===== src/cdsu_pkg.sv =====
// Constants and types shared by the divide and shift unit
package cdsu_pkg;
  localparam int CDSU_DATA_W  = 16;
  localparam int CDSU_REG_CNT = 16;
  localparam int CDSU_IDX_W   = 4;
  localparam int CDSU_SHAMT_W = 4;
  // One iteration per divisor bit, so every divide form takes this count
  localparam int CDSU_DIV_CYCLES = CDSU_DATA_W;
  localparam logic [4:0] CDSU_CNT_RESET = 5'h00;
  localparam logic [15:0] CDSU_WORD_RESET = 16'h0000;

  typedef enum logic [1:0] {
    CDSU_ARITH_RIGHT_SHIFT_OP   = 2'b00,
    CDSU_LEFT_SHIFT_OP          = 2'b01,
    CDSU_LOGICAL_RIGHT_SHIFT_OP = 2'b10
  } cdsu_shift_op_t;

  typedef enum logic [1:0] {
    CDSU_DIV_S32 = 2'b00,
    CDSU_DIV_U32 = 2'b01,
    CDSU_DIV_S16 = 2'b10,
    CDSU_DIV_U16 = 2'b11
  } cdsu_div_mode_t;

  typedef enum logic [0:0] {
    CDSU_IDLE = 1'b0,
    CDSU_BUSY = 1'b1
  } cdsu_state_t;
endpackage


===== src/cdsu_divide_shift_unit.sv =====
// Iterative divider and single-cycle barrel shifter of the core datapath
`timescale 1ns/1ns
`default_nettype none
module cdsu_divide_shift_unit
  import cdsu_pkg::*;
#(
  parameter int DATA_W = CDSU_DATA_W
) (
  input  wire logic                    clk_sys,
  input  wire logic                    reset,
  input  wire logic                    divStart,
  input  wire logic [1:0]              divMode,
  input  wire logic [CDSU_IDX_W-1:0]   divisorSourceIdx,
  input  wire logic [CDSU_IDX_W-1:0]   dividendPairIdx,
  input  wire logic [DATA_W-1:0]       workRegFile [CDSU_REG_CNT],
  output logic                         divBusy,
  output logic                         divDone,
  output logic [DATA_W-1:0]            quotient_result_reg,
  output logic [DATA_W-1:0]            remainder_result_reg,
  input  wire logic                    shiftStart,
  input  wire logic [1:0]              shiftOp,
  input  wire logic [CDSU_SHAMT_W-1:0] shiftCount,
  input  wire logic [CDSU_IDX_W-1:0]   shiftSourceIdx,
  input  wire logic [CDSU_IDX_W-1:0]   shiftDestIdx,
  output logic                         shiftValid,
  output logic [CDSU_IDX_W-1:0]        shiftDestOut,
  output logic [DATA_W-1:0]            shiftResult
);

  function automatic logic [DATA_W-1:0] absVal(input logic [DATA_W-1:0] v);
    absVal = v[DATA_W-1] ? DATA_W'(-v) : v;
  endfunction

  cdsu_state_t            state_reg, state_next;
  logic [4:0]             cnt_reg, cnt_next;
  logic [2*DATA_W-1:0]    rem_reg, rem_next;
  logic [DATA_W-1:0]      dvs_reg, dvs_next;
  logic                   negQ_reg, negQ_next;
  logic                   negR_reg, negR_next;
  logic [DATA_W-1:0]      quo_next, remOut_next;
  logic                   done_next;
  logic [DATA_W-1:0]      hiWord, loWord, dvsIn;
  logic [2*DATA_W-1:0]    dividendMag;
  logic                   isSigned, isWide;
  logic [DATA_W:0]        trial;
  logic [2*DATA_W-1:0]    shifted;

  // Dividend from an even-aligned pair, upper half in the odd register for the 32-bit forms, sign or zero extended for the 16-bit forms
  always_comb begin
    isSigned = (divMode == CDSU_DIV_S32) || (divMode == CDSU_DIV_S16);
    isWide   = (divMode == CDSU_DIV_S32) || (divMode == CDSU_DIV_U32);
    loWord   = workRegFile[{dividendPairIdx[CDSU_IDX_W-1:1], 1'b0}];
    hiWord   = isWide ? workRegFile[{dividendPairIdx[CDSU_IDX_W-1:1], 1'b1}]
             : (isSigned ? {DATA_W{loWord[DATA_W-1]}} : CDSU_WORD_RESET);
    dvsIn    = workRegFile[divisorSourceIdx];
    if (isSigned && hiWord[DATA_W-1])
      dividendMag = (2*DATA_W)'(-{hiWord, loWord});
    else
      dividendMag = {hiWord, loWord};
  end

  // Restoring division, one divisor bit per cycle
  always_comb begin
    state_next  = state_reg;
    cnt_next    = cnt_reg;
    rem_next    = rem_reg;
    dvs_next    = dvs_reg;
    negQ_next   = negQ_reg;
    negR_next   = negR_reg;
    quo_next    = quotient_result_reg;
    remOut_next = remainder_result_reg;
    done_next   = 1'b0;
    shifted     = {rem_reg[2*DATA_W-2:0], 1'b0};
    trial       = {1'b0, shifted[2*DATA_W-1:DATA_W]} - {1'b0, dvs_reg};
    unique case (state_reg)
      CDSU_IDLE: begin
        if (divStart) begin
          state_next = CDSU_BUSY;
          cnt_next   = 5'(CDSU_DIV_CYCLES);
          rem_next   = dividendMag;
          dvs_next   = isSigned ? absVal(dvsIn) : dvsIn;
          negQ_next  = isSigned && (hiWord[DATA_W-1] ^ dvsIn[DATA_W-1]);
          negR_next  = isSigned && hiWord[DATA_W-1];
        end
      end
      CDSU_BUSY: begin
        // Quotient bits shift into the low half, remainder in the high
        if (rem_reg[2*DATA_W-1] || !trial[DATA_W])
          rem_next = {trial[DATA_W-1:0], shifted[DATA_W-1:1], 1'b1};
        else
          rem_next = shifted;
        cnt_next = cnt_reg - 5'h01;
        if (cnt_reg == 5'h01) begin
          state_next  = CDSU_IDLE;
          done_next   = 1'b1;
          // Zero divisor gives all-ones quotient, 0x0001 for a negative signed dividend; no trap is raised here
          quo_next    = negQ_reg ? DATA_W'(-rem_next[DATA_W-1:0])
                                 : rem_next[DATA_W-1:0];
          remOut_next = negR_reg ? DATA_W'(-rem_next[2*DATA_W-1:DATA_W])
                                 : rem_next[2*DATA_W-1:DATA_W];
        end
      end
    endcase
  end

  always_ff @(posedge clk_sys or posedge reset) begin
    if (reset) begin
      state_reg            <= CDSU_IDLE;
      cnt_reg              <= CDSU_CNT_RESET;
      rem_reg              <= '0;
      dvs_reg              <= CDSU_WORD_RESET;
      negQ_reg             <= 1'b0;
      negR_reg             <= 1'b0;
      quotient_result_reg  <= CDSU_WORD_RESET;
      remainder_result_reg <= CDSU_WORD_RESET;
      divDone              <= 1'b0;
      divBusy              <= 1'b0;
    end else begin
      state_reg            <= state_next;
      cnt_reg              <= cnt_next;
      rem_reg              <= rem_next;
      dvs_reg              <= dvs_next;
      negQ_reg             <= negQ_next;
      negR_reg             <= negR_next;
      quotient_result_reg  <= quo_next;
      remainder_result_reg <= remOut_next;
      divDone              <= done_next;
      divBusy              <= (state_next == CDSU_BUSY);
    end
  end

  // Barrel shifter, register-direct source and destination only
  logic [DATA_W-1:0]     srcWord, shiftVal;
  logic                  shValid_next;
  logic [CDSU_IDX_W-1:0] shDest_next;

  always_comb begin
    srcWord = workRegFile[shiftSourceIdx];
    unique case (shiftOp)
      CDSU_ARITH_RIGHT_SHIFT_OP:
        shiftVal = DATA_W'($signed(srcWord) >>> shiftCount);
      CDSU_LEFT_SHIFT_OP:
        shiftVal = srcWord << shiftCount;
      CDSU_LOGICAL_RIGHT_SHIFT_OP:
        shiftVal = srcWord >> shiftCount;
      default:
        shiftVal = srcWord;
    endcase
    shValid_next = shiftStart && (shiftOp != 2'b11);
    shDest_next  = shiftDestIdx;
  end

  always_ff @(posedge clk_sys or posedge reset) begin
    if (reset) begin
      shiftValid   <= 1'b0;
      shiftDestOut <= '0;
      shiftResult  <= CDSU_WORD_RESET;
    end else begin
      shiftValid   <= shValid_next;
      shiftDestOut <= shDest_next;
      shiftResult  <= shiftVal;
    end
  end

  // Cycles since the last launch, cleared once the result is out
  int startGap_reg, startGap_next;

  always_comb begin
    if (state_reg == CDSU_IDLE && divStart)
      startGap_next = 1;
    else if (divDone)
      startGap_next = 0;
    else if (startGap_reg != 0)
      startGap_next = startGap_reg + 1;
    else
      startGap_next = startGap_reg;
  end

  always_ff @(posedge clk_sys or posedge reset) begin
    if (reset)
      startGap_reg <= 0;
    else
      startGap_reg <= startGap_next;
  end
endmodule
`default_nettype wire


===== config.mk =====
export PLATFORM = sky130hd
export DESIGN_NAME = cdsu_divide_shift_unit
export DESIGN_NICKNAME = d
export VERILOG_FILES = /design/src/cdsu_pkg.sv /design/src/cdsu_divide_shift_unit.sv
export SDC_FILE = /design/constraint.sdc
export NUM_CORES = 1
export LEC_CHECK = 0
export BUFFER_PORTS_ARGS = -buffer_cell sky130_fd_sc_hd__buf_2
export CORE_ASPECT_RATIO = 0.75
export CORE_MARGIN = 2
export CORE_UTILIZATION = 40
export DETAILED_ROUTE_END_ITERATION = 12
export PLACE_DENSITY = 0.73
export SYNTH_ARGS = -nofsm -noshare
export SYNTH_HDL_FRONTEND = slang
export SYNTH_SLANG_ARGS = --single-unit
export TNS_END_PERCENT = 100

===== constraint.sdc =====
create_clock -name clk_sys -period 4.95 [get_ports clk_sys]
set_input_delay 0.495 -clock clk_sys [delete_from_list [all_inputs] [get_ports clk_sys]]
set_output_delay 0.495 -clock clk_sys [all_outputs]
set_load 0.005 [all_outputs]

# Word level (Yosys, flattened, before mapping)
# Cells that the tools add are included.
[classes] addsub=6 order_cmp=4 n_eq_ne=7 shift=3 n_mux=31 bitwise=6 reduce_logical=11
[op_table] cell="binary-select mux 16 bit (select 4 bit)" count=4
[op_table] cell="2-to-1 mux 16 bit" count=14
[op_table] cell="2-to-1 mux 32 bit" count=4
[op_table] cell="case mux 32 bit (2 select lines)" count=1
[op_table] cell="negation 16 bit" count=3
[op_table] cell="case mux 16 bit (3 select lines)" count=1
[op_table] cell="negation 32 bit" count=1
[op_table] cell=">= comparator 5 bit (second input constant)" count=4
[op_table] cell="NOT 4 -> 5 bit" count=4
[op_table] cell="subtractor 16 x 16 -> 17 bit" count=1
[op_table] cell="<< shifter 16 x 4 -> 16 bit" count=1
[op_table] cell=">> shifter 16 x 4 -> 16 bit" count=1
[op_table] cell=">>> shifter 16 x 4 -> 16 bit" count=1
[op_table] cell="case mux 5 bit (2 select lines)" count=1
[op_table] cell="== test 5 x 1 -> 1 bit (second input constant)" count=1
[op_table] cell="2-to-1 mux 5 bit" count=1
[op_table] cell="subtractor 5 x 1 -> 5 bit (second input constant)" count=1
[op_table] cell="== test 2 x 1 -> 1 bit (second input constant)" count=2
[op_table] cell="== test 2 bit (second input constant)" count=2
[op_table] cell="zero test 2 bit" count=2
[op_table] cell="2-to-1 mux 1 bit" count=4
[op_table] cell="!= test 2 bit (second input constant)" count=2
[op_table] cell="AND reduction 2 bit" count=2
[op_table] cell="logical AND 1 bit" count=3
[op_table] cell="5 further kinds" count=7
[totals] regBits=110 inputBits=284 elab_cells=80

# Logic depth before layout (Yosys ltp)
[logic_depth] depth_word=10 depth_mapped=20 ltp_nobuf=18

# Least setup slack after synthesis
# Ideal clock, no wire load.
[synth_path] path_kind="register to register" startpoint="register rem_reg[15]" endpoint="register remainder_result_reg[14]" t_arrival_ns=3.821 t_required_ns=4.817 slack_ns=0.996 stages_incl_launch_ff=20 n_path_buf=2 path_cell_list="dfrtp_1 inv_1 ha_1 fa_1 nor2b_1 o2111ai_1 nand2_1 a211oi_1 o22ai_1 buf_2 buf_1 o21ai_0 ha_1 inv_1 nor2_1 a221oi_1 a221oi_1 a31oi_1 xnor2_1 o21ai_0"
[synth_between] elab_chain_len=7
[synth_rtl] element="start, declared" line="cdsu_divide_shift_unit.sv:36" text="logic [2*DATA_W-1:0] rem_reg, rem_next;"
[synth_rtl] element="start signal, assigned" line="cdsu_divide_shift_unit.sv:121" text="rem_reg <= rem_next;"
[synth_rtl] element="subtractor 16 x 16 -> 17 bit" line="cdsu_divide_shift_unit.sv:74" text="trial = {1'b0, shifted[2*DATA_W-1:DATA_W]} - {1'b0, dvs_reg};"
[synth_rtl] element="zero test 1 bit" line="cdsu_divide_shift_unit.sv:88" text="if (rem_reg[2*DATA_W-1] || !trial[DATA_W])"
[synth_rtl] element="logical OR 1 bit" line="cdsu_divide_shift_unit.sv:88"
[synth_rtl] element="2-to-1 mux 32 bit *" line="cdsu_divide_shift_unit.sv:88"
[synth_rtl] element="2-to-1 mux 32 bit *" line="cdsu_divide_shift_unit.sv:75" text="unique case (state_reg)"
[synth_rtl] element="negation 16 bit" line="cdsu_divide_shift_unit.sv:99" text="remOut_next = negR_reg ? DATA_W'(-rem_next[2*DATA_W-1:DATA_W])"
[synth_rtl] element="2-to-1 mux 16 bit *" line="cdsu_divide_shift_unit.sv:99"
[synth_rtl] element="end signal, assigned" line="cdsu_divide_shift_unit.sv:126" text="remainder_result_reg <= remOut_next;"
[synth_rtl] element="end, declared" line="cdsu_divide_shift_unit.sv:19" text="output logic [DATA_W-1:0] remainder_result_reg,"
# Every way passes the cells marked *; elsewhere a longest branch is shown, timed or not. The select of a mux whose other input is x is not followed.
# A chain may end at the register's enable or synchronous reset.

# Final worst setup path
[layout_path] startpoint="register rem_reg[17]" endpoint="register remainder_result_reg[14]"
# The elaborated chain is that of the path after synthesis.

==> metrics.md <==
| Metric | Value |
|---|---|
| Status | `finished, final reports clean` |
| Kind of critical path | `reg -> reg` |
| Chip height | `170 um` |
| Mapped Cells | `1,495` |
| Post-synth top area share | `33.0%` |
| FF+latch count, synth | `110` |
| Root buffer cell | `clkbuf_16` |
| Critical path arrival | `4.34 ns` |
| Synth area leaders | `mux4_2 (33%), dfrtp_1 (19%), mux2i_1 (4.9%)` |
| Slew @ Worst Pin | `1.04 ns` |
| Routed via count | `14,600` |
| IO Port Bufs | `337` |
| GRT Util Overall | `29.0%` |
| Register-to-Register Setup Slack | `0.82 ns` |
| Mapped Nets | `1,802` |
| Slowest stage delay, CP | `0.45 ns` |
| Clock Skews | `0.0124 ns` |
| Post-CTS Setup Bufs | `0` |
| Reg power frac | `21.5%` |
| Fin cells | `2,232` |
| GR Overflow Total | `0` |
| PwrDens | `435 nW/um2` |
| Hold path start | `shiftDestIdx[2]` |
| Hold Path End | `shiftDestOut[2]` |
| Power Internal | `3.75 mW` |
| HP Class | `in -> reg` |
| Ports | `339` |
| Minimum clock period | `4.13 ns` |
| # H-tree levels | `3` |
| WHS | `0.234 ns` |
| Maximum vdd drop | `347 uV` |
| Synth Flop Type | `dfrtp_1` |
| Layout Nets | `2,060` |
| Final worst-path cycle share | `83.4%` |
| Routed length per instance | `25.4 um` |
| R2R depth | `16` |
| DIE AREA | `38,300 um2` |
| Max FFs per register | `32` |
| Iter 0 DRT Violations | `1,750` |
| Mapped cell area | `14,700 um2` |
| Lkg Pwr | `7.12 nW` |
| Mean Syn Cell Area | `9.83 um2` |
| Slew Limit Headroom | `30.7%` |
| Clock Pin Slew Worst Setup and Hold Paths | `0.09 ns` |
| CORE AREA | `36,000 um2` |
| EDFF count, synth | `0` |
| Fin. Hold Viols | `0` |
| Drt via density | `6.56` |
| Chip width | `225 um` |
| Worst r2r src | `rem_reg[17]` |
| Critical R2R Capture | `remainder_result_reg[14]` |
| Vias in the first global route | `13,900` |
| CP Capture Type | `flop` |
| Net switching power | `3.63 mW` |
| Critical path's top delay family | `compound AO/OA/AOI/OAI gates` |
| DP HPWL | `45.6 mm` |
| Combinational share of power | `67.8%` |
| Final Wtd Congestion | `0.988` |
| Clock Power Share | `10.7%` |
| Initial core utilization | `40.8%` |
| Buf/Inv on CP | `2` |
| Resized cells post-CTS | `0` |
| Clock sink count | `110` |
| Share of cells above drive strength 1 | `37.0%` |
| WP data required | `5.17 ns` |
| Seq/Total Area, Yosys | `18.7%` |
| Num CTS Buffers | `9` |
| Clock Path Buffers | `2` |
| # setup viols final | `0` |
| CTS tree | `done` |
| Post-route ant nets | `0` |
| Pins Over Slew Limit | `0` |
| Crit path launch type | `flop` |
| Residual DRC | `0` |
| Worst-Skew Late Latency | `0.37 ns` |
| Setup_tns | `0 ns` |
| Initial antenna violation count | `7` |
| YS warnings | `0` |
| CP Cell Sequence | `ha_1 > nor2b_1 > o2111ai_1 > nand2_1 > a211oi_1 > o22ai_2 > o21ai_0 > ha_1 > inv_1 > nor2_1 > a221oi_1 > buf_4 > a221oi_1 > a31oi_1 > xnor2_1 > o21ai_0` |
| Most area-hungry cell type in the Yosys netlist | `mux4_2` |
| Global-route wire length before repair | `84.1 mm` |
| Drt pass-1 iters | `6` |
| Pin count of the biggest net entering global routing | `63` |
| RSZ-0062 raised after global routing | `false` |
| Rows | `60` |
| Max frequency | `0.242 GHz` |
| Slowest-stage cell, CP | `dfrtp_1` |
| Total length of routed wires | `56.6 mm` |
| DP Cell Count | `2,207` |
| Hold Crit Depth | `1` |
| Total power | `7.38 mW` |
| Post-synth cell types | `81` |
| Async set-reset flop share out of synthesis | `100%` |
| Hold buffer count at cts | `0` |
| Sw frac | `49.2%` |
| Critical path peak fanout | `8` |
| Maxcap violations | `0` |
| Layout area overhead | `15.5%` |
power by group through the flow:
stage          registers (mW)  clock network [mW]  logic (mW)
5_1_grt                  1.63               0.832        5.50
3_3_place_gp             1.58                   0        4.82
3_5_place_dp             1.60                   0        4.94
6_report                 1.59               0.790        5.00
2_1_floorplan            1.51                   0        3.53
4_1_cts                  1.58               0.799        4.96
final cells by class:
class	instances	area, um2
Antenna cell	9	22.5
Clock buffer	9	225
Clock inverter	7	88.8
Fill cell	3385	19100
Inverter	52	198
Multi-Input combinational cell	1206	11100
Sequential cell	110	2750
Tap cell	465	582
Timing Repair Buffer	374	2020
metal layers:
layer  up-vias  wire [um]  GRT usage (%)
met5         -          0              0
met4         0       1910           10.4
met3       121       6590           7.04
met2       983      25300           44.1
met1      7235      22900           40.3
li1       6310          -              -
synthesized netlist by cell type (7+ instances only):
cell      number
mux4_2       215
nand2_1      155
nor2_1       145
o21ai_0      111
dfrtp_1      110
a21oi_1       90
mux2i_1       72
clkbuf_1      71
xnor2_1       48
inv_1         47
xor2_1        30
nor3_1        28
buf_2         24
ha_1          22
a211oi_1      19
mux2_2        19
nand3_1       18
nand2b_1      15
o211ai_1      13
buf_6         12
or2_2         12
a31oi_1       11
buf_1         11
o22ai_1       11
and3_1        10
nand4_1       10
or3_1         10
a21o_1         9
a221oi_1       9
and2_1         9
nor2b_1        8
a211o_1        7
o31ai_1        7
how the worst max path moves through the flow:
stage,from,to,cells past startpoint
CTS,rem_reg[17],remainder_result_reg[14],16
global placement,dividendPairIdx[1],rem_reg[30],12
finish,rem_reg[17],remainder_result_reg[14],16
global route,rem_reg[15],remainder_result_reg[14],18
floorplan,rem_reg[15],remainder_result_reg[14],19
detailed placement,dividendPairIdx[1],rem_reg[30],12
layout by cell type (no fill, tap or decap), types with 22 or more instances in the layout:
master / count
a21oi_1: 90
buf_4: 36
xor2_1: 30
nor2_1: 145
mux4_2: 215
nand2_1: 155
inv_1: 46
buf_2: 334
dfrtp_1: 110
mux2i_1: 72
ha_1: 22
nor3_1: 28
o21ai_0: 111
xnor2_1: 48
stage by stage:
step	setup WS (ns)	cell area, um2	util (%)
finish	0.822	17000	47.1
global route	0.481	17000	47.1
CTS	0.821	16900	47.0
detailed placement	0.742	16600	46.2
global placement	0.794	16600	46.2
floorplan	0.996	14700	-
cells by family (layout without fill, tap and decap cells):
group,count (synthesis),count (layout),share of synthesized area [%]
AOI/OAI and AO/OA,352,352,15.0
buffers and inverters,179,442,5.93
and+or+nand+nor,444,444,13.8
muxes,309,309,39.9
other,0,9,0
DFF,110,110,18.7
adders and majority gates,23,23,2.01
xor gates and xnor gates,78,78,4.65
(Power assumes the default switching activity.)
